`src/logic/timer1_regs.svh`:
```
// Purpose: Register indices, bit positions and reset values of timer 1
// Assumes: Byte address of a register is four times its index
// Notes:   Definitions only
`ifndef TIMER1_REGS_SVH
`define TIMER1_REGS_SVH
`define IDX_TIMER_CONTROL   6'h30
`define IDX_PLL_CTRL_STAT   6'h27
`define IDX_GEN_TIMER_CTRL  6'h2c
`define IDX_TOP_VALUE       6'h2d
`define IDX_COMPARE_A       6'h2e
`define IDX_COUNTER         6'h2f
`define IDX_IRQ_FLAGS       6'h38
`define IDX_IRQ_MASK        6'h39
`define TC_CLEAR_ON_MATCH   7
`define TC_PWM_ENABLE       6
`define TC_ACTION_HI        5
`define TC_ACTION_LO        4
`define TC_CLOCK_SEL_HI     3
`define GT_FORCE_COMPARE    2
`define GT_PRESCALER_RESET  1
`define IRQ_COMPARE_A       6
`define IRQ_OVERFLOW        2
`define PLL_LOW_SPEED       7
`define PLL_FAST_CLK_EN     2
`define PLL_ENABLE          1
`define PLL_LOCK            0
`define RST_BYTE            8'h00
`define RST_TOP_VALUE       8'hff
`define CS_FIRST_CPU        4'h5
`endif

```
`src/logic/timer1_pkg.sv`:
```
// Purpose: Types shared by the timer 1 design
// Assumes: Nothing
// Notes:   Compare output action codes
package timer1_pkg;
	typedef enum logic [1:0] {
		ACT_OFF    = 2'b00,
		ACT_TOGGLE = 2'b01,
		ACT_CLEAR  = 2'b10,
		ACT_SET    = 2'b11
	} compare_action_type;
endpackage : timer1_pkg

```
`src/logic/timer1_compat_compare_pwm.sv`:
```
// Purpose: Eight-bit timer with compare A, top compare and PWM, APB slave
// Assumes: Fast clock, lock and compat strap arrive as asynchronous pins
// Notes:   Zero wait state APB; registers one aligned word each
// Contract
// - With clear-on-match set, counter goes to zero cycle after match A
// - PWM mode clears counter cycle after it matches the top value
// - Outside PWM, match A: 00 off, 01 toggle, 10 low, 11 high
// - Clock select: 0 stop, 1-4 fast clock /1..8, 5-15 cpu /1..1024
// - Force strobe applies the action like a match, without a flag
// - Force strobe reads zero and does nothing in PWM mode
// - Prescaler reset strobe clears prescaler only and reads zero
// - Counter write takes effect one cycle later
// - Match only when counting to the value, never by a write
// - Match A sets the compare A flag after a sync delay
// - Clear-on-match also clears the counter on a top value match
// - Compare A flag, enable and global bit request its interrupt
// - Overflow flag, enable and global bit request its interrupt
// - Bits 7 and 0 of mask and flag registers read zero
// - Compare A flag clears on vector or one cycle after write one
// - Overflow flag sets on overflow, clears like the compare A flag
// - PLL register bits 6:3 read zero, lock read-only, compat forces
// - PWM: 10 low on match high at zero, 11 inverse, else off
// - PWM compare A writes buffered, loaded at top, reads buffer
// - PWM sets overflow flag when counter restarts from top
//
// Register access over APB was chosen for this implementation.
`timescale 1ns/1ps
`include "timer1_regs.svh"
module timer1_compat_compare_pwm (
	input  wire logic        pclk,
	input  wire logic        presetn,
	input  wire logic        psel,
	input  wire logic        penable,
	input  wire logic        pwrite,
	input  wire logic [7:0]  paddr,
	input  wire logic [31:0] pwdata,
	output logic      [31:0] prdata,
	output logic             pready,
	output logic             pslverr,
	input  wire logic        fast_clk_in,
	input  wire logic        pll_lock_in,
	input  wire logic        compat_mode_in,
	input  wire logic        global_irq_en,
	input  wire logic        compare_a_vector_ack,
	input  wire logic        overflow_vector_ack,
	output logic             compare_a_irq_req,
	output logic             overflow_irq_req,
	output logic             compare_output_pin,
	output logic             compare_output_drive_n,
	output logic             fast_clock_enable_out,
	output logic             pll_enable_out
);
	logic [2:0] sync1_reg;
	logic [2:0] sync2_reg;
	logic       fast_prev_reg;
	logic [7:0] ctrl_reg;
	logic [7:0] count_reg;
	logic [7:0] cnt_wdata_reg;
	logic       cnt_wr_pend_reg;
	logic [7:0] compa_reg;
	logic [7:0] compa_buf_reg;
	logic [7:0] top_reg;
	logic       cmpa_en_reg;
	logic       ovf_en_reg;
	logic       cmpa_flag_reg;
	logic       ovf_flag_reg;
	logic       cmpa_clr_reg;
	logic       ovf_clr_reg;
	logic       low_speed_reg;
	logic       fast_clock_enable_reg;
	logic       pll_enable_reg;
	logic       force_pend_reg;
	logic       psr_pend_reg;
	logic [9:0] cpu_pre_reg;
	logic [2:0] fast_pre_reg;
	logic       match_a_reg;
	logic       top_hit_reg;
	logic       ovf_evt_reg;
	logic       wr_en;
	logic [5:0] index;
	logic [7:0] wdata;
	logic       pwm_on;
	logic       ctc_on;
	logic [3:0] clk_sel;
	logic       fast_clock_enable_eff;
	logic       pll_enable_eff;
	logic       count_tick;
	logic       tick_eff;
	logic       clear_now;
	logic [7:0] cnt_inc;
	logic [7:0] rd_byte;
	logic       rd_hit;
	timer1_pkg::compare_action_type action;

	assign index    = paddr[7:2];
	assign wdata    = pwdata[7:0];
	assign wr_en    = psel & penable & pwrite & pready;
	assign pwm_on   = ctrl_reg[`TC_PWM_ENABLE];
	assign ctc_on   = ctrl_reg[`TC_CLEAR_ON_MATCH];
	assign clk_sel  = ctrl_reg[`TC_CLOCK_SEL_HI:0];
	assign action   = timer1_pkg::compare_action_type'(
		ctrl_reg[`TC_ACTION_HI:`TC_ACTION_LO]);
	assign fast_clock_enable_eff = fast_clock_enable_reg | sync2_reg[2];
	assign pll_enable_eff = pll_enable_reg | sync2_reg[2];
	assign cnt_inc  = count_reg + 8'h01;

	// Pins: 0 fast clock, 1 lock, 2 compat strap
	always_ff @(posedge pclk or negedge presetn) begin
		if (!presetn) begin
			sync1_reg     <= 3'h0;
			sync2_reg     <= 3'h0;
			fast_prev_reg <= 1'b0;
		end else begin
			sync1_reg     <= {compat_mode_in, pll_lock_in, fast_clk_in};
			sync2_reg     <= sync1_reg;
			fast_prev_reg <= sync2_reg[0];
		end
	end

	// Clock select and prescalers
	always_comb begin
		logic [10:0] cmask;
		logic [3:0]  fmask;
		cmask = (11'h001 << (clk_sel - `CS_FIRST_CPU)) - 11'h001;
		fmask = (4'h1 << (clk_sel - 4'h1)) - 4'h1;
		if (clk_sel == 4'h0)
			count_tick = 1'b0;
		else if (clk_sel < `CS_FIRST_CPU)
			count_tick = sync2_reg[0] & ~fast_prev_reg & fast_clock_enable_eff &
				((fast_pre_reg & fmask[2:0]) == fmask[2:0]);
		else
			count_tick = (cpu_pre_reg & cmask[9:0]) == cmask[9:0];
	end

	always_ff @(posedge pclk or negedge presetn) begin
		if (!presetn) begin
			cpu_pre_reg  <= 10'h000;
			fast_pre_reg <= 3'h0;
		end else if (psr_pend_reg) begin
			cpu_pre_reg  <= 10'h000;
			fast_pre_reg <= 3'h0;
		end else begin
			cpu_pre_reg <= cpu_pre_reg + 10'h001;
			if (sync2_reg[0] & ~fast_prev_reg)
				fast_pre_reg <= fast_pre_reg + 3'h1;
		end
	end

	// Clearing waits one cycle after the match, as the counter did
	assign clear_now = (match_a_reg & ctc_on) |
		(top_hit_reg & (ctc_on | pwm_on));
	assign tick_eff = count_tick & ~cnt_wr_pend_reg & ~clear_now;

	always_ff @(posedge pclk or negedge presetn) begin
		if (!presetn) begin
			count_reg       <= `RST_BYTE;
			cnt_wr_pend_reg <= 1'b0;
			cnt_wdata_reg   <= `RST_BYTE;
		end else begin
			cnt_wr_pend_reg <= wr_en & (index == `IDX_COUNTER);
			cnt_wdata_reg   <= wdata;
			if (cnt_wr_pend_reg)
				count_reg <= cnt_wdata_reg;
			else if (clear_now)
				count_reg <= 8'h00;
			else if (tick_eff)
				count_reg <= cnt_inc;
		end
	end

	// A write never raises an event: only counting does
	always_ff @(posedge pclk or negedge presetn) begin
		if (!presetn) begin
			match_a_reg <= 1'b0;
			top_hit_reg <= 1'b0;
			ovf_evt_reg <= 1'b0;
		end else begin
			match_a_reg <= tick_eff & (cnt_inc == compa_reg);
			top_hit_reg <= tick_eff & (cnt_inc == top_reg);
			ovf_evt_reg <= tick_eff & ((count_reg == 8'hff) |
				(pwm_on & (cnt_inc == top_reg)));
		end
	end

	// Compare A buffer keeps PWM pulses glitch free
	always_ff @(posedge pclk or negedge presetn) begin
		if (!presetn) begin
			compa_reg     <= `RST_BYTE;
			compa_buf_reg <= `RST_BYTE;
		end else begin
			if (wr_en & (index == `IDX_COMPARE_A))
				compa_buf_reg <= wdata;
			if (wr_en & (index == `IDX_COMPARE_A) & ~pwm_on)
				compa_reg <= wdata;
			else if (pwm_on & top_hit_reg)
				compa_reg <= compa_buf_reg;
		end
	end

	always_ff @(posedge pclk or negedge presetn) begin
		if (!presetn) begin
			ctrl_reg       <= `RST_BYTE;
			top_reg        <= `RST_TOP_VALUE;
			cmpa_en_reg    <= 1'b0;
			ovf_en_reg     <= 1'b0;
			low_speed_reg  <= 1'b0;
			fast_clock_enable_reg       <= 1'b0;
			pll_enable_reg       <= 1'b0;
			force_pend_reg <= 1'b0;
			psr_pend_reg   <= 1'b0;
			cmpa_clr_reg   <= 1'b0;
			ovf_clr_reg    <= 1'b0;
		end else begin
			if (wr_en & (index == `IDX_TIMER_CONTROL))
				ctrl_reg <= wdata;
			if (wr_en & (index == `IDX_TOP_VALUE))
				top_reg <= wdata;
			if (wr_en & (index == `IDX_IRQ_MASK)) begin
				cmpa_en_reg <= wdata[`IRQ_COMPARE_A];
				ovf_en_reg  <= wdata[`IRQ_OVERFLOW];
			end
			if (wr_en & (index == `IDX_PLL_CTRL_STAT)) begin
				low_speed_reg <= wdata[`PLL_LOW_SPEED];
				fast_clock_enable_reg      <= wdata[`PLL_FAST_CLK_EN];
				pll_enable_reg      <= wdata[`PLL_ENABLE];
			end
			force_pend_reg <= wr_en & (index == `IDX_GEN_TIMER_CTRL) &
				wdata[`GT_FORCE_COMPARE] & ~pwm_on;
			psr_pend_reg <= wr_en & (index == `IDX_GEN_TIMER_CTRL) &
				wdata[`GT_PRESCALER_RESET];
			cmpa_clr_reg <= wr_en & (index == `IDX_IRQ_FLAGS) &
				wdata[`IRQ_COMPARE_A];
			ovf_clr_reg <= wr_en & (index == `IDX_IRQ_FLAGS) &
				wdata[`IRQ_OVERFLOW];
		end
	end

	// Set wins over a clear arriving in the same cycle
	always_ff @(posedge pclk or negedge presetn) begin
		if (!presetn) begin
			cmpa_flag_reg     <= 1'b0;
			ovf_flag_reg      <= 1'b0;
			compare_a_irq_req <= 1'b0;
			overflow_irq_req  <= 1'b0;
		end else begin
			cmpa_flag_reg <= match_a_reg | (cmpa_flag_reg &
				~(cmpa_clr_reg | compare_a_vector_ack));
			ovf_flag_reg <= ovf_evt_reg | (ovf_flag_reg &
				~(ovf_clr_reg | overflow_vector_ack));
			compare_a_irq_req <= cmpa_flag_reg & cmpa_en_reg &
				global_irq_en;
			overflow_irq_req <= ovf_flag_reg & ovf_en_reg &
				global_irq_en;
		end
	end

	// Pin drive needs the port direction set outside this block
	always_ff @(posedge pclk or negedge presetn) begin
		if (!presetn) begin
			compare_output_pin     <= 1'b0;
			compare_output_drive_n <= 1'b1;
		end else begin
			compare_output_drive_n <= pwm_on ? ~action[1] :
				(action == timer1_pkg::ACT_OFF);
			if (pwm_on) begin
				if (clear_now & action[1])
					compare_output_pin <= ~action[0];
				else if (match_a_reg & action[1])
					compare_output_pin <= action[0];
			end else if (match_a_reg | force_pend_reg) begin
				unique case (action)
					timer1_pkg::ACT_OFF:    ;
					timer1_pkg::ACT_TOGGLE:
						compare_output_pin <= ~compare_output_pin;
					timer1_pkg::ACT_CLEAR:
						compare_output_pin <= 1'b0;
					timer1_pkg::ACT_SET:
						compare_output_pin <= 1'b1;
				endcase
			end
		end
	end

	always_comb begin
		rd_hit  = 1'b1;
		rd_byte = 8'h00;
		unique case (index)
			`IDX_TIMER_CONTROL:  rd_byte = ctrl_reg;
			`IDX_GEN_TIMER_CTRL: rd_byte = 8'h00;
			`IDX_COUNTER:        rd_byte = count_reg;
			`IDX_COMPARE_A:      rd_byte = compa_buf_reg;
			`IDX_TOP_VALUE:      rd_byte = top_reg;
			`IDX_IRQ_MASK:
				rd_byte = {1'b0, cmpa_en_reg, 3'b000, ovf_en_reg,
					2'b00};
			`IDX_IRQ_FLAGS:
				rd_byte = {1'b0, cmpa_flag_reg, 3'b000, ovf_flag_reg,
					2'b00};
			`IDX_PLL_CTRL_STAT:
				rd_byte = {low_speed_reg, 4'h0, fast_clock_enable_eff, pll_enable_eff,
					sync2_reg[1]};
			default:             rd_hit = 1'b0;
		endcase
	end

	// Answer prepared in the setup cycle, so every APB output is a flop
	always_ff @(posedge pclk or negedge presetn) begin
		if (!presetn) begin
			prdata                <= 32'h0000_0000;
			pready                <= 1'b0;
			pslverr               <= 1'b0;
			fast_clock_enable_out <= 1'b0;
			pll_enable_out        <= 1'b0;
		end else begin
			pready                <= psel & ~penable;
			pslverr               <= psel & ~penable & ~rd_hit;
			prdata                <= {24'h000000, rd_byte};
			fast_clock_enable_out <= fast_clock_enable_eff;
			pll_enable_out        <= pll_enable_eff;
		end
	end
endmodule : timer1_compat_compare_pwm

```
`config.mk`:
```
export PLATFORM = sky130hd
export DESIGN_NAME = timer1_compat_compare_pwm
export DESIGN_NICKNAME = d
export VERILOG_FILES = /design/src/logic/timer1_pkg.sv /design/src/logic/timer1_compat_compare_pwm.sv
export VERILOG_INCLUDE_DIRS = /design/src /design/src/logic
export SDC_FILE = /design/constraint.sdc
export NUM_CORES = 1
export LEC_CHECK = 0
export ABC_AREA = 0
export BUFFER_PORTS_ARGS = -buffer_cell sky130_fd_sc_hd__buf_4
export CORE_ASPECT_RATIO = 0.5
export CORE_MARGIN = 8
export CORE_UTILIZATION = 57
export DETAILED_ROUTE_END_ITERATION = 12
export PLACE_DENSITY_LB_ADDON = 0.1
export RECOVER_POWER = 25
export SLEW_MARGIN = 20
export SYNTH_ARGS = -nofsm -noshare
export SYNTH_HDL_FRONTEND = slang
export SYNTH_SLANG_ARGS = --single-unit
export TNS_END_PERCENT = 100
```
`constraint.sdc`:
```
create_clock -name pclk -period 4.3 [get_ports pclk]
set_clock_uncertainty 0.15 [all_clocks]
set_input_delay 0.215 -clock pclk [delete_from_list [all_inputs] [get_ports pclk]]
set_output_delay 0.215 -clock pclk [all_outputs]
set_load 0.005 [all_outputs]
```
## After elaboration in Yosys (flattened, before gate mapping)

Cells that the tools add are included.

- Output and inout port bits: 40
- Register bits: 99

- Reductions and logical operators: 9
- Shift-type cells: 2
- Add/sub/neg operators: 7
- Muxes and demuxes: 18
- Bitwise logic cells: 62
- Eq/ne operators: 17
- Order comparisons: 1

Operators by type and width:

| kind | count |
|---|---|
| $pmux W8 S7 | 1 |
| $eq A6 B6 Y1 const B | 8 |
| $mux W8 | 5 |
| $and A1 B1 Y1 | 39 |
| $eq A8 B8 Y1 | 2 |
| $not A1 Y1 | 11 |
| $add A10 B1 Y10 const B | 1 |
| $and A10 B10 Y10 | 1 |
| $eq A10 B10 Y1 | 1 |
| $mux W10 | 1 |
| $or A1 B1 Y1 | 10 |
| $shl A1 B4 Y10 const A | 1 |
| $sub A10 B1 Y10 const B | 1 |
| $add A8 B1 Y8 const B | 1 |
| $eq A8 B8 Y1 const B | 1 |
| $mux W1 | 8 |
| $reduce_or A8 Y1 | 1 |
| $mux W3 | 2 |
| $reduce_bool A2 Y1 | 3 |
| $eq A2 B2 Y1 const B | 2 |
| $logic_not A4 Y1 | 1 |
| $lt A4 B3 Y1 const B | 1 |
| $reduce_bool A4 Y1 | 1 |
| $shl A1 B4 Y3 const A | 1 |
| other kinds (12) | 12 |

## Longest topological paths before layout

Gate-level depths: netlist (run 1).

- Word-level depth: 13
- Gate-level depth with buffers: 16
- Gate-level depth less buffers: 14

## Least setup slack after synthesis (run 1)

No wires, ideal clock.

- Kind: flip-flop to flip-flop
- Start point: register ctrl_reg[0]
- End point: register count_reg[2]
- Cell stages (with the launch flop): 15
- Buffers on the path: 1
- Slack: 0.638 ns
- Arrival: 3.391 ns
- Library setup time: 0.120 ns
- Path through: dfrtp_1 > inv_1 > ha_1 > nand2b_1 > o31ai_4 > nand2_1 > ha_1 > o22a_1 > o211ai_1 > or4b_4 > nor4b_4 > nand2_1 > a21o_1 > buf_6 > o211a_1

- Longest elaborated chain between the ends: 11

Ends and longest elaborated chain:

| item | RTL line | RTL |
|---|---|---|
| start: declaration | timer1_compat_compare_pwm.sv:56 | `logic [7:0] ctrl_reg;` |
| start signal: assignment | timer1_compat_compare_pwm.sv:202 | `` ctrl_reg <= `RST_BYTE; `` |
| start signal: assignment | timer1_compat_compare_pwm.sv:215 | `ctrl_reg <= wdata;` |
| branches (longest 7 deep; another with $sub A10 B1 Y10) | - |  |
| $mux W1 * | timer1_compat_compare_pwm.sv:126 | `if (clk_sel == 4'h0)` |
| $and A1 B1 Y1 * (2 in a row) | timer1_compat_compare_pwm.sv:152 | `assign tick_eff = count_tick & ~cnt_wr_pend_reg & ~clear_now;` |
| $reduce_bool A3 Y1 (no line) * | - |  |
| end signal: assignment | timer1_compat_compare_pwm.sv:156 | `` count_reg <= `RST_BYTE; `` |
| end signal: assignment | timer1_compat_compare_pwm.sv:163 | `count_reg <= cnt_wdata_reg;` |
| end signal: assignment | timer1_compat_compare_pwm.sv:167 | `count_reg <= cnt_inc;` |
| end: declaration | timer1_compat_compare_pwm.sv:57 | `logic [7:0] count_reg;` |

Every way passes the cells marked *.
A chain may end at the register's enable or synchronous reset.

## Worst setup path in the final report (run 1)

- Start point: register ctrl_reg[1]
- End point: register count_reg[1]

The elaborated chain is that of the path after synthesis.

==> metrics.md, run 1 <==
| Metric | Value |
|---|---|
| Total detailed-routing wirelength | between 10 and 15 mm |
| Most instantiated library cell after synthesis | sky130_fd_sc_hd__dfrtp_1 |
| Capturing element type of the critical path | flop |
| Post-synthesis instance area | about 5500 um2 |
| Starting utilization of the core area | 58.6% |
| Library cell occupying the most area in the post-synthesis netlist | sky130_fd_sc_hd__dfrtp_1 |
| Final setup violating endpoints | 0 |
| Required time of the worst setup path | ~4.4 ns |
| TNS Setup | 0 ns |
| Number of flip-flops in the largest register | 10 |
| Setup repair after global routing missed its margin | false |
| First-pass GRT wire length | 21.3 mm |
| Pre-CTS setup slack | 0.525 ns |
| Area overhead of the layout relative to synthesis | 13.6% |
| Number of sinks driven by the clock tree | 99 |
| Clock tree from TritonCTS | done |
| Hold crit path type | input pin to flop |
| Worst setup margin | just under 0.5 ns |
| IO Port Bufs | 40 |
| Worst Path Arrival | between 3 and 4 ns |
| Min Tclk post-route | 3.82 ns |
| Critical Path Max Stage Delay | 0.52 ns |
| Slack of the worst reg-to-reg path | 0.48 ns |
| Static Leak | 2.80 nW |
| Synth warnings | 0 |
| Violated checks | max-capacitance violations, max-slew violations |
| Pin count of the biggest net entering global routing | 66 |
| Final Util | 66.5% |
| Count of flip-flops with a built-in enable after synthesis | 0 |
| IO Count | 91 |
| Ordered cell list for the critical path | inv_1, ha_1, buf_4, nand3b_1, o31ai_4, nand2_1, ha_1, o22a_1, o211ai_1, or4b_4, nor4b_4, nand2_1, a21o_1, o221a_2 |
| Setup CP Type | flop to flop |
| Area share of the leading cell type in the synthesized netlist | 40.8% |
| Routability cong. | ~0.86 |
| Placed insts | 694 |
| Count of max-cap constraint violations | 1 |
| Mean routed wirelength per cell | 17.8 um |
| Portion of the clock cycle consumed by the worst path in the final layout | 88.8% |
| Max frequency | around 0.26 GHz |
| Post-CTS Setup Bufs | 0 |
| Final #Nets | 648 |
| Slowest-stage cell, CP | sky130_fd_sc_hd__or4b_4 |
| Die height | 85.6 um |
| Syn_area_per_cell | 10.3 um2 |
| Area of the core | around 9400 um2 |
| Number of remaining DRC errors | 0 |
| Inserted Clock Buffers | 9 |
| Distinct cell type count after synthesis | 72 |
| Pwr dens | 395 nW/um2 |
| Worst ir drop on vdd | 0.248 mV |
| Site Rows | 25 |
| Cell types occupying the most area after synthesis | sky130_fd_sc_hd__dfrtp_1 41%, sky130_fd_sc_hd__mux2_2 5.9%, sky130_fd_sc_hd__dfstp_2 4.3% |
| DP HPWL | 9.07 mm |
| Number of detailed-route iterations in the first pass | 5 |
| Total of fill cells in the finished design | 739 |
| Register Area | 2490 um2 |
| Most frequent cells after synthesis | 90 x sky130_fd_sc_hd__dfrtp_1, 42 x sky130_fd_sc_hd__nand2_1, 38 x sky130_fd_sc_hd__nor2_1, 29 x sky130_fd_sc_hd__mux2_2 |
| Vias in the first global route | about 4.2k |
| Cell Count, Final, Fillers Out | 725 |
| Launching element type of the critical path | flop |
| Pins Over Slew Limit | 66 |
| Maximum fanout along the worst path | 16 |
| All-Layer GR Usage | 20.3% |
| Via count of the routed design | 4203 |
| Share of flip-flops with an asynchronous set or reset | 100% |
| Sequential area share after synthesis | a little under half |
| Top FF cell, synth | sky130_fd_sc_hd__dfrtp_1 |
| Number of buffer and inverter stages on the critical path | 2 |
| Number of violations reported at the end of detailed-routing iteration 0 | 298 |
| Slew at the pin closest to its max-slew limit | between 1.5 and 2 ns |
| Max Buffers Root-to-Sink | 2 |
| Clock Root Buffer | sky130_fd_sc_hd__clkbuf_16 |
| Number of vias per cell after detailed routing | 5.80 |
| Diodes inserted | 0 |
| Area used by multi-input combinational logic | 2770 um2 |
| Status | complete, but fails checks |
| Post-Synthesis Cells | between 500 and 600 |
| Reg clk slew, reported paths | around 0.070 ns |
| Worst slew margin relative to its limit | -6.14% |
| Overflow left after global routing | 0 |
| Critical path's top delay family | simple AND/OR/NAND/NOR gates |
| Number of nets still failing antenna checks after routing | 0 |
| CTS H-Tree Depth | 3 |
| Die area | around 13000 um2 |
| Number of synthesized register bits | 99 |
| Antenna violations before repair | 0 |
| Fraction of layout cells with a size suffix above 1 | 19.3% |
| Final hold viol count | 0 |
| Clk Latency, worst-skew pair | 0.36 ns |
| Horizontal extent of the die | 155 um |
-- metal layers --
| metal | global-route usage (%) | part of all wire (%) | up-vias |
|---|---|---|---|
| li1 | - | - | 1988 |
| met1 | 26.9 | 46 | 2090 |
| met2 | 32.0 | 46 | 111 |
| met3 | 5.67 | 6.2 | 14 |
| met4 | 5.47 | 1.0 | 0 |
| met5 | 0 | 0 | - |
-- layout by cell type, fill, tap and decap left out, types with 12 or more instances in the layout --
cell,n
sky130_fd_sc_hd__dfrtp_1,90
sky130_fd_sc_hd__nand2_1,42
sky130_fd_sc_hd__nor2_1,38
sky130_fd_sc_hd__mux2_2,29
sky130_fd_sc_hd__xnor2_1,24
sky130_fd_sc_hd__conb_1,24
sky130_fd_sc_hd__buf_4,23
sky130_fd_sc_hd__a21oi_1,21
sky130_fd_sc_hd__nand3_1,19
sky130_fd_sc_hd__clkbuf_4,19
sky130_fd_sc_hd__nor2b_1,16
sky130_fd_sc_hd__xor2_1,15
sky130_fd_sc_hd__dlygate4sd3_1,15
sky130_fd_sc_hd__o21ai_0,12
sky130_fd_sc_hd__ha_1,12
-- tightest hold or removal path: cells and delay by family --
kind / cells / cell delay, ns
AO/OA/AOI/OAI: 1 / 0.16
buffers and inverters: 1 / 0.08
AND/OR/NAND/NOR: 1 / 0.03
-- where the power goes --
part	leakage [nW]	switching (mW)	internal [mW]	total, mW
sequential	1.24	0.131	1.04	1.17
combinational	1.41	0.253	0.251	0.504
clock	0.143	0.396	0.411	0.806
-- cell type report --
class / count / area share, %
Clock inverter: 7 / 1.10
Inverter: 11 / 0.659
Sequential cell: 99 / 39.7
Multi-Input combinational cell: 397 / 44.2
Timing Repair Buffer: 67 / 8.05
Tap cell: 135 / 2.70
Clock buffer: 9 / 3.59
-- worst paths after layout --
kind                           endpoint                 from  cells after the start
hold / removal             ovf_flag_reg  overflow_vector_ack                      3
min in group asynchronous  sync2_reg[2]              presetn                      2
setup reg to reg           count_reg[1]          ctrl_reg[1]                     14
hold reg to reg            sync2_reg[0]         sync1_reg[0]                      0
max in group asynchronous    top_reg[5]              presetn                      3
setup / recovery           count_reg[1]          ctrl_reg[1]                     14
-- what timing repair did --
| item | CTS | global route |
|---|---|---|
| resized for setup | 0 | 0 |
| endpoints found under the hold margin | 89 | 0 |
| hold buffers | 15 | 0 |
-- metrics by stage --
step / area, um2 / power, mW / hold WS (ns)
after floorplan: 5600 / 1.54 / -0.231
after global placement: 5860 / 1.66 / 0.175
after detailed placement: 5860 / 1.68 / 0.176
after CTS: 6300 / 2.50 / 0.00812
after global routing: 6260 / 2.60 / 0.0238
final: 6260 / 2.48 / 0.0198
-- kinds of logic (layout without fill, tap and decap cells) --
kind of cell,Yosys count,in the layout,share of synthesized area (%)
other,1,24,0.0680
and+or+nand+nor,173,173,16.7
xor gates and xnor gates,39,39,6.19
muxes,39,39,7.74
AOI/OAI and AO/OA,110,110,15.2
buffers and inverters,63,94,6.26
DFF,99,99,45.1
adders and majority gates,12,12,2.72
Note: power is estimated with default switching activity, not from simulation.
==> inputs of run 2 (changes only) <==
--- a/config.mk
+++ b/config.mk
@@ -13,7 +13,6 @@
 export CORE_UTILIZATION = 57
 export DETAILED_ROUTE_END_ITERATION = 12
 export PLACE_DENSITY_LB_ADDON = 0.1
-export RECOVER_POWER = 25
 export SLEW_MARGIN = 20
 export SYNTH_ARGS = -nofsm -noshare
 export SYNTH_HDL_FRONTEND = slang
==> metrics.md, run 2 (synthesis results as in run 1) <==
| Metric | Value |
|---|---|
| Pre-CTS setup slack | 0.525 ns (unchanged) |
| Critical Path Max Stage Delay | 0.52 ns (about the same) |
| Min Tclk post-route | 3.81 ns (-0.00623 ns) |
| First-pass GRT wire length | 21.3 mm (unchanged) |
| Number of violations reported at the end of detailed-routing iteration 0 | 314 (+5.4%) |
| Reg clk slew, reported paths | 0.07 ns (about the same) |
| Number of flip-flops in the largest register | 10 (unchanged) |
| Routability cong. | 0.858 (unchanged) |
| Total detailed-routing wirelength | 13.0 mm (+0.30%) |
| Final Util | 66.9% (+0.39 points) |
| Number of nets still failing antenna checks after routing | 0 (unchanged) |
| Hold crit path type | input pin to flop |
| Count of max-cap constraint violations | 0 (-1) |
| Area of the core | 9420 um2 (unchanged) |
| Pwr dens | 394 nW/um2 (-0.33%) |
| Amount of wire on met3 after detailed routing | 791 um (-1.7%) |
| Ordered cell list for the critical path | inv_1, ha_1, buf_4, nand3b_1, o31ai_4, nand2_1, ha_1, o22a_1, o211ai_1, or4b_4, nor4b_4, nand2_1, a21o_1, o221a_2 |
| Worst setup margin | 0.487 ns (+0.00623 ns) |
| Capturing element type of the critical path | flop |
| IO Count | 91 (unchanged) |
| Mean routed wirelength per cell | 17.9 um (+0.30%) |
| Portion of the clock cycle consumed by the worst path in the final layout | 88.7% (-0.14 points) |
| Number of hold buffers added after cts | 15 (unchanged) |
| Slowest-stage cell, CP | sky130_fd_sc_hd__or4b_4 |
| Final hold viol count | 0 (unchanged) |
| Area overhead of the layout relative to synthesis | 14.2% |
| Total of fill cells in the finished design | 727 (-1.6%) |
| Clk Latency, worst-skew pair | 0.36 ns (about the same) |
| Final #Nets | 648 (unchanged) |
| Number of detailed-route iterations in the first pass | 5 (unchanged) |
| Max frequency | 0.262 GHz (+0.16%) |
| Worst Path Arrival | 3.91 ns (about the same) |
| Fraction of layout cells with a size suffix above 1 | 20.8% (+1.5 points) |
| Starting utilization of the core area | 58.6% (unchanged) |
| Placed insts | 694 (unchanged) |
| Maximum fanout along the worst path | 16 (unchanged) |
| DP HPWL | 9.07 mm (unchanged) |
| Site Rows | 25 (unchanged) |
| Final setup violating endpoints | 0 (unchanged) |
| Met2 wirelength from detailed routing | 6.00 mm (+0.28%) |
| Overflow left after global routing | 0 (unchanged) |
| Static Leak | 2.84 nW (+1.5%) |
| Number of sinks driven by the clock tree | 99 (unchanged) |
| Number of vias per cell after detailed routing | 5.81 (+0.17%) |
| Setup repair after global routing missed its margin | false |
| Slew at the pin closest to its max-slew limit | 0.876 ns (-0.716 ns) |
| Die area | 13300 um2 (unchanged) |
| Worst slew margin relative to its limit | 41.6% (+48 points) |
| Cell Count, Final, Fillers Out | 725 (unchanged) |
| Met1 layer wirelength in the final routing | 6.03 mm (+0.52%) |
| Pins Over Slew Limit | 0 (-100%) |
| Post-cts repair resize count | 0 (unchanged) |
| CTS H-Tree Depth | 3 (unchanged) |
| All-Layer GR Usage | 20.3% (unchanged) |
| IO Port Bufs | 40 (unchanged) |
| Max Buffers Root-to-Sink | 2 (unchanged) |
| Clock Root Buffer | sky130_fd_sc_hd__clkbuf_16 |
| Inserted Clock Buffers | 9 (unchanged) |
| Diodes inserted | 0 (unchanged) |
| Die height | 85.6 um (unchanged) |
| Clock tree from TritonCTS | done |
| Horizontal extent of the die | 155 um (unchanged) |
| Most used cells in the layout excluding fill and tap cells | 90 x sky130_fd_sc_hd__dfrtp_1, 52 x sky130_fd_sc_hd__buf_4, 42 x sky130_fd_sc_hd__nand2_1 |
| Vias in the first global route | 4191 (unchanged) |
| Required time of the worst setup path | 4.40 ns (about the same) |
| Post-CTS Setup Bufs | 0 (unchanged) |
| Pin count of the biggest net entering global routing | 66 (unchanged) |
| Number of remaining DRC errors | 0 (unchanged) |
| TNS Setup | 0 ns (unchanged) |
| Via count of the routed design | 4210 (+0.17%) |
| Setup CP Type | flop to flop |
| Worst ir drop on vdd | 0.247 mV (-0.47%) |
| Highest metal layer with signal wires | met4 |
| Status | finished, final reports clean |
| Antenna violations before repair | 0 (unchanged) |
| Launching element type of the critical path | flop |
| Total power draw | 2.48 mW (+0.24%) |
| Leading cell type in the layout, fill and taps excluded | sky130_fd_sc_hd__dfrtp_1 |
-- run 2: changes by cell type in the layout (fill, tap and decap cells not counted) --
cell                       change
sky130_fd_sc_hd__clkbuf_2      -1
sky130_fd_sc_hd__clkbuf_1      -9
sky130_fd_sc_hd__clkbuf_4     -19
sky130_fd_sc_hd__buf_4        +29
-- run 2: worst paths after layout --
path / end / startpoint / slack [ns] / cells after the start
worst min register to register: sync2_reg[1] / sync1_reg[1] / 0.20 / 0
min in group asynchronous: pslverr / presetn / 0.32 / 2
max in group asynchronous: top_reg[5] / presetn / 2.70 / 3
worst max register to register: count_reg[1] / ctrl_reg[1] / 0.49 / 14
worst min-delay path: ovf_flag_reg / overflow_vector_ack / 0.02 / 3
worst max-delay path: count_reg[1] / ctrl_reg[1] / 0.49 / 14
-- run 2: layer usage --
metal,vias to the layer above,track usage (%)
met5,-,0
met4,0,5.47
met3,14,5.67
met2,123,32.0
met1,2092,26.9
li1,1981,-
-- run 2: stage by stage --
step	area (um2)	hold slack [ns]
floorplan	5600	-0.231
global placement	5860	0.175
detailed placement	5860	0.176
CTS	6300	0.00812
global route	6300	0.0238
finish	6300	0.0192
-- run 2: where the power goes --
part,switching [mW],internal (mW),total [mW]
clock network,0.397,0.411,0.808
registers,0.131,1.04,1.17
logic,0.253,0.255,0.508
-- run 2: worst max-delay path, delay by kind of cell, from the launching register on --
family / cells / cell delay (ns)
compound gates: 5 / 1.08
flops: 1 / 0.38
simple gates: 5 / 1.30
fa+ha+maj: 2 / 0.46
buf+inv: 2 / 0.34
-- run 2: area by class of cell --
type,instances,area [um2],share of cell area [%]
Clock buffer,9,225,3.57
Clock inverter,7,68.8,1.09
Inverter,11,41.3,0.655
Multi-Input combinational cell,397,2770,43.9
Sequential cell,99,2490,39.5
Tap cell,135,169,2.68
Timing Repair Buffer,67,541,8.58
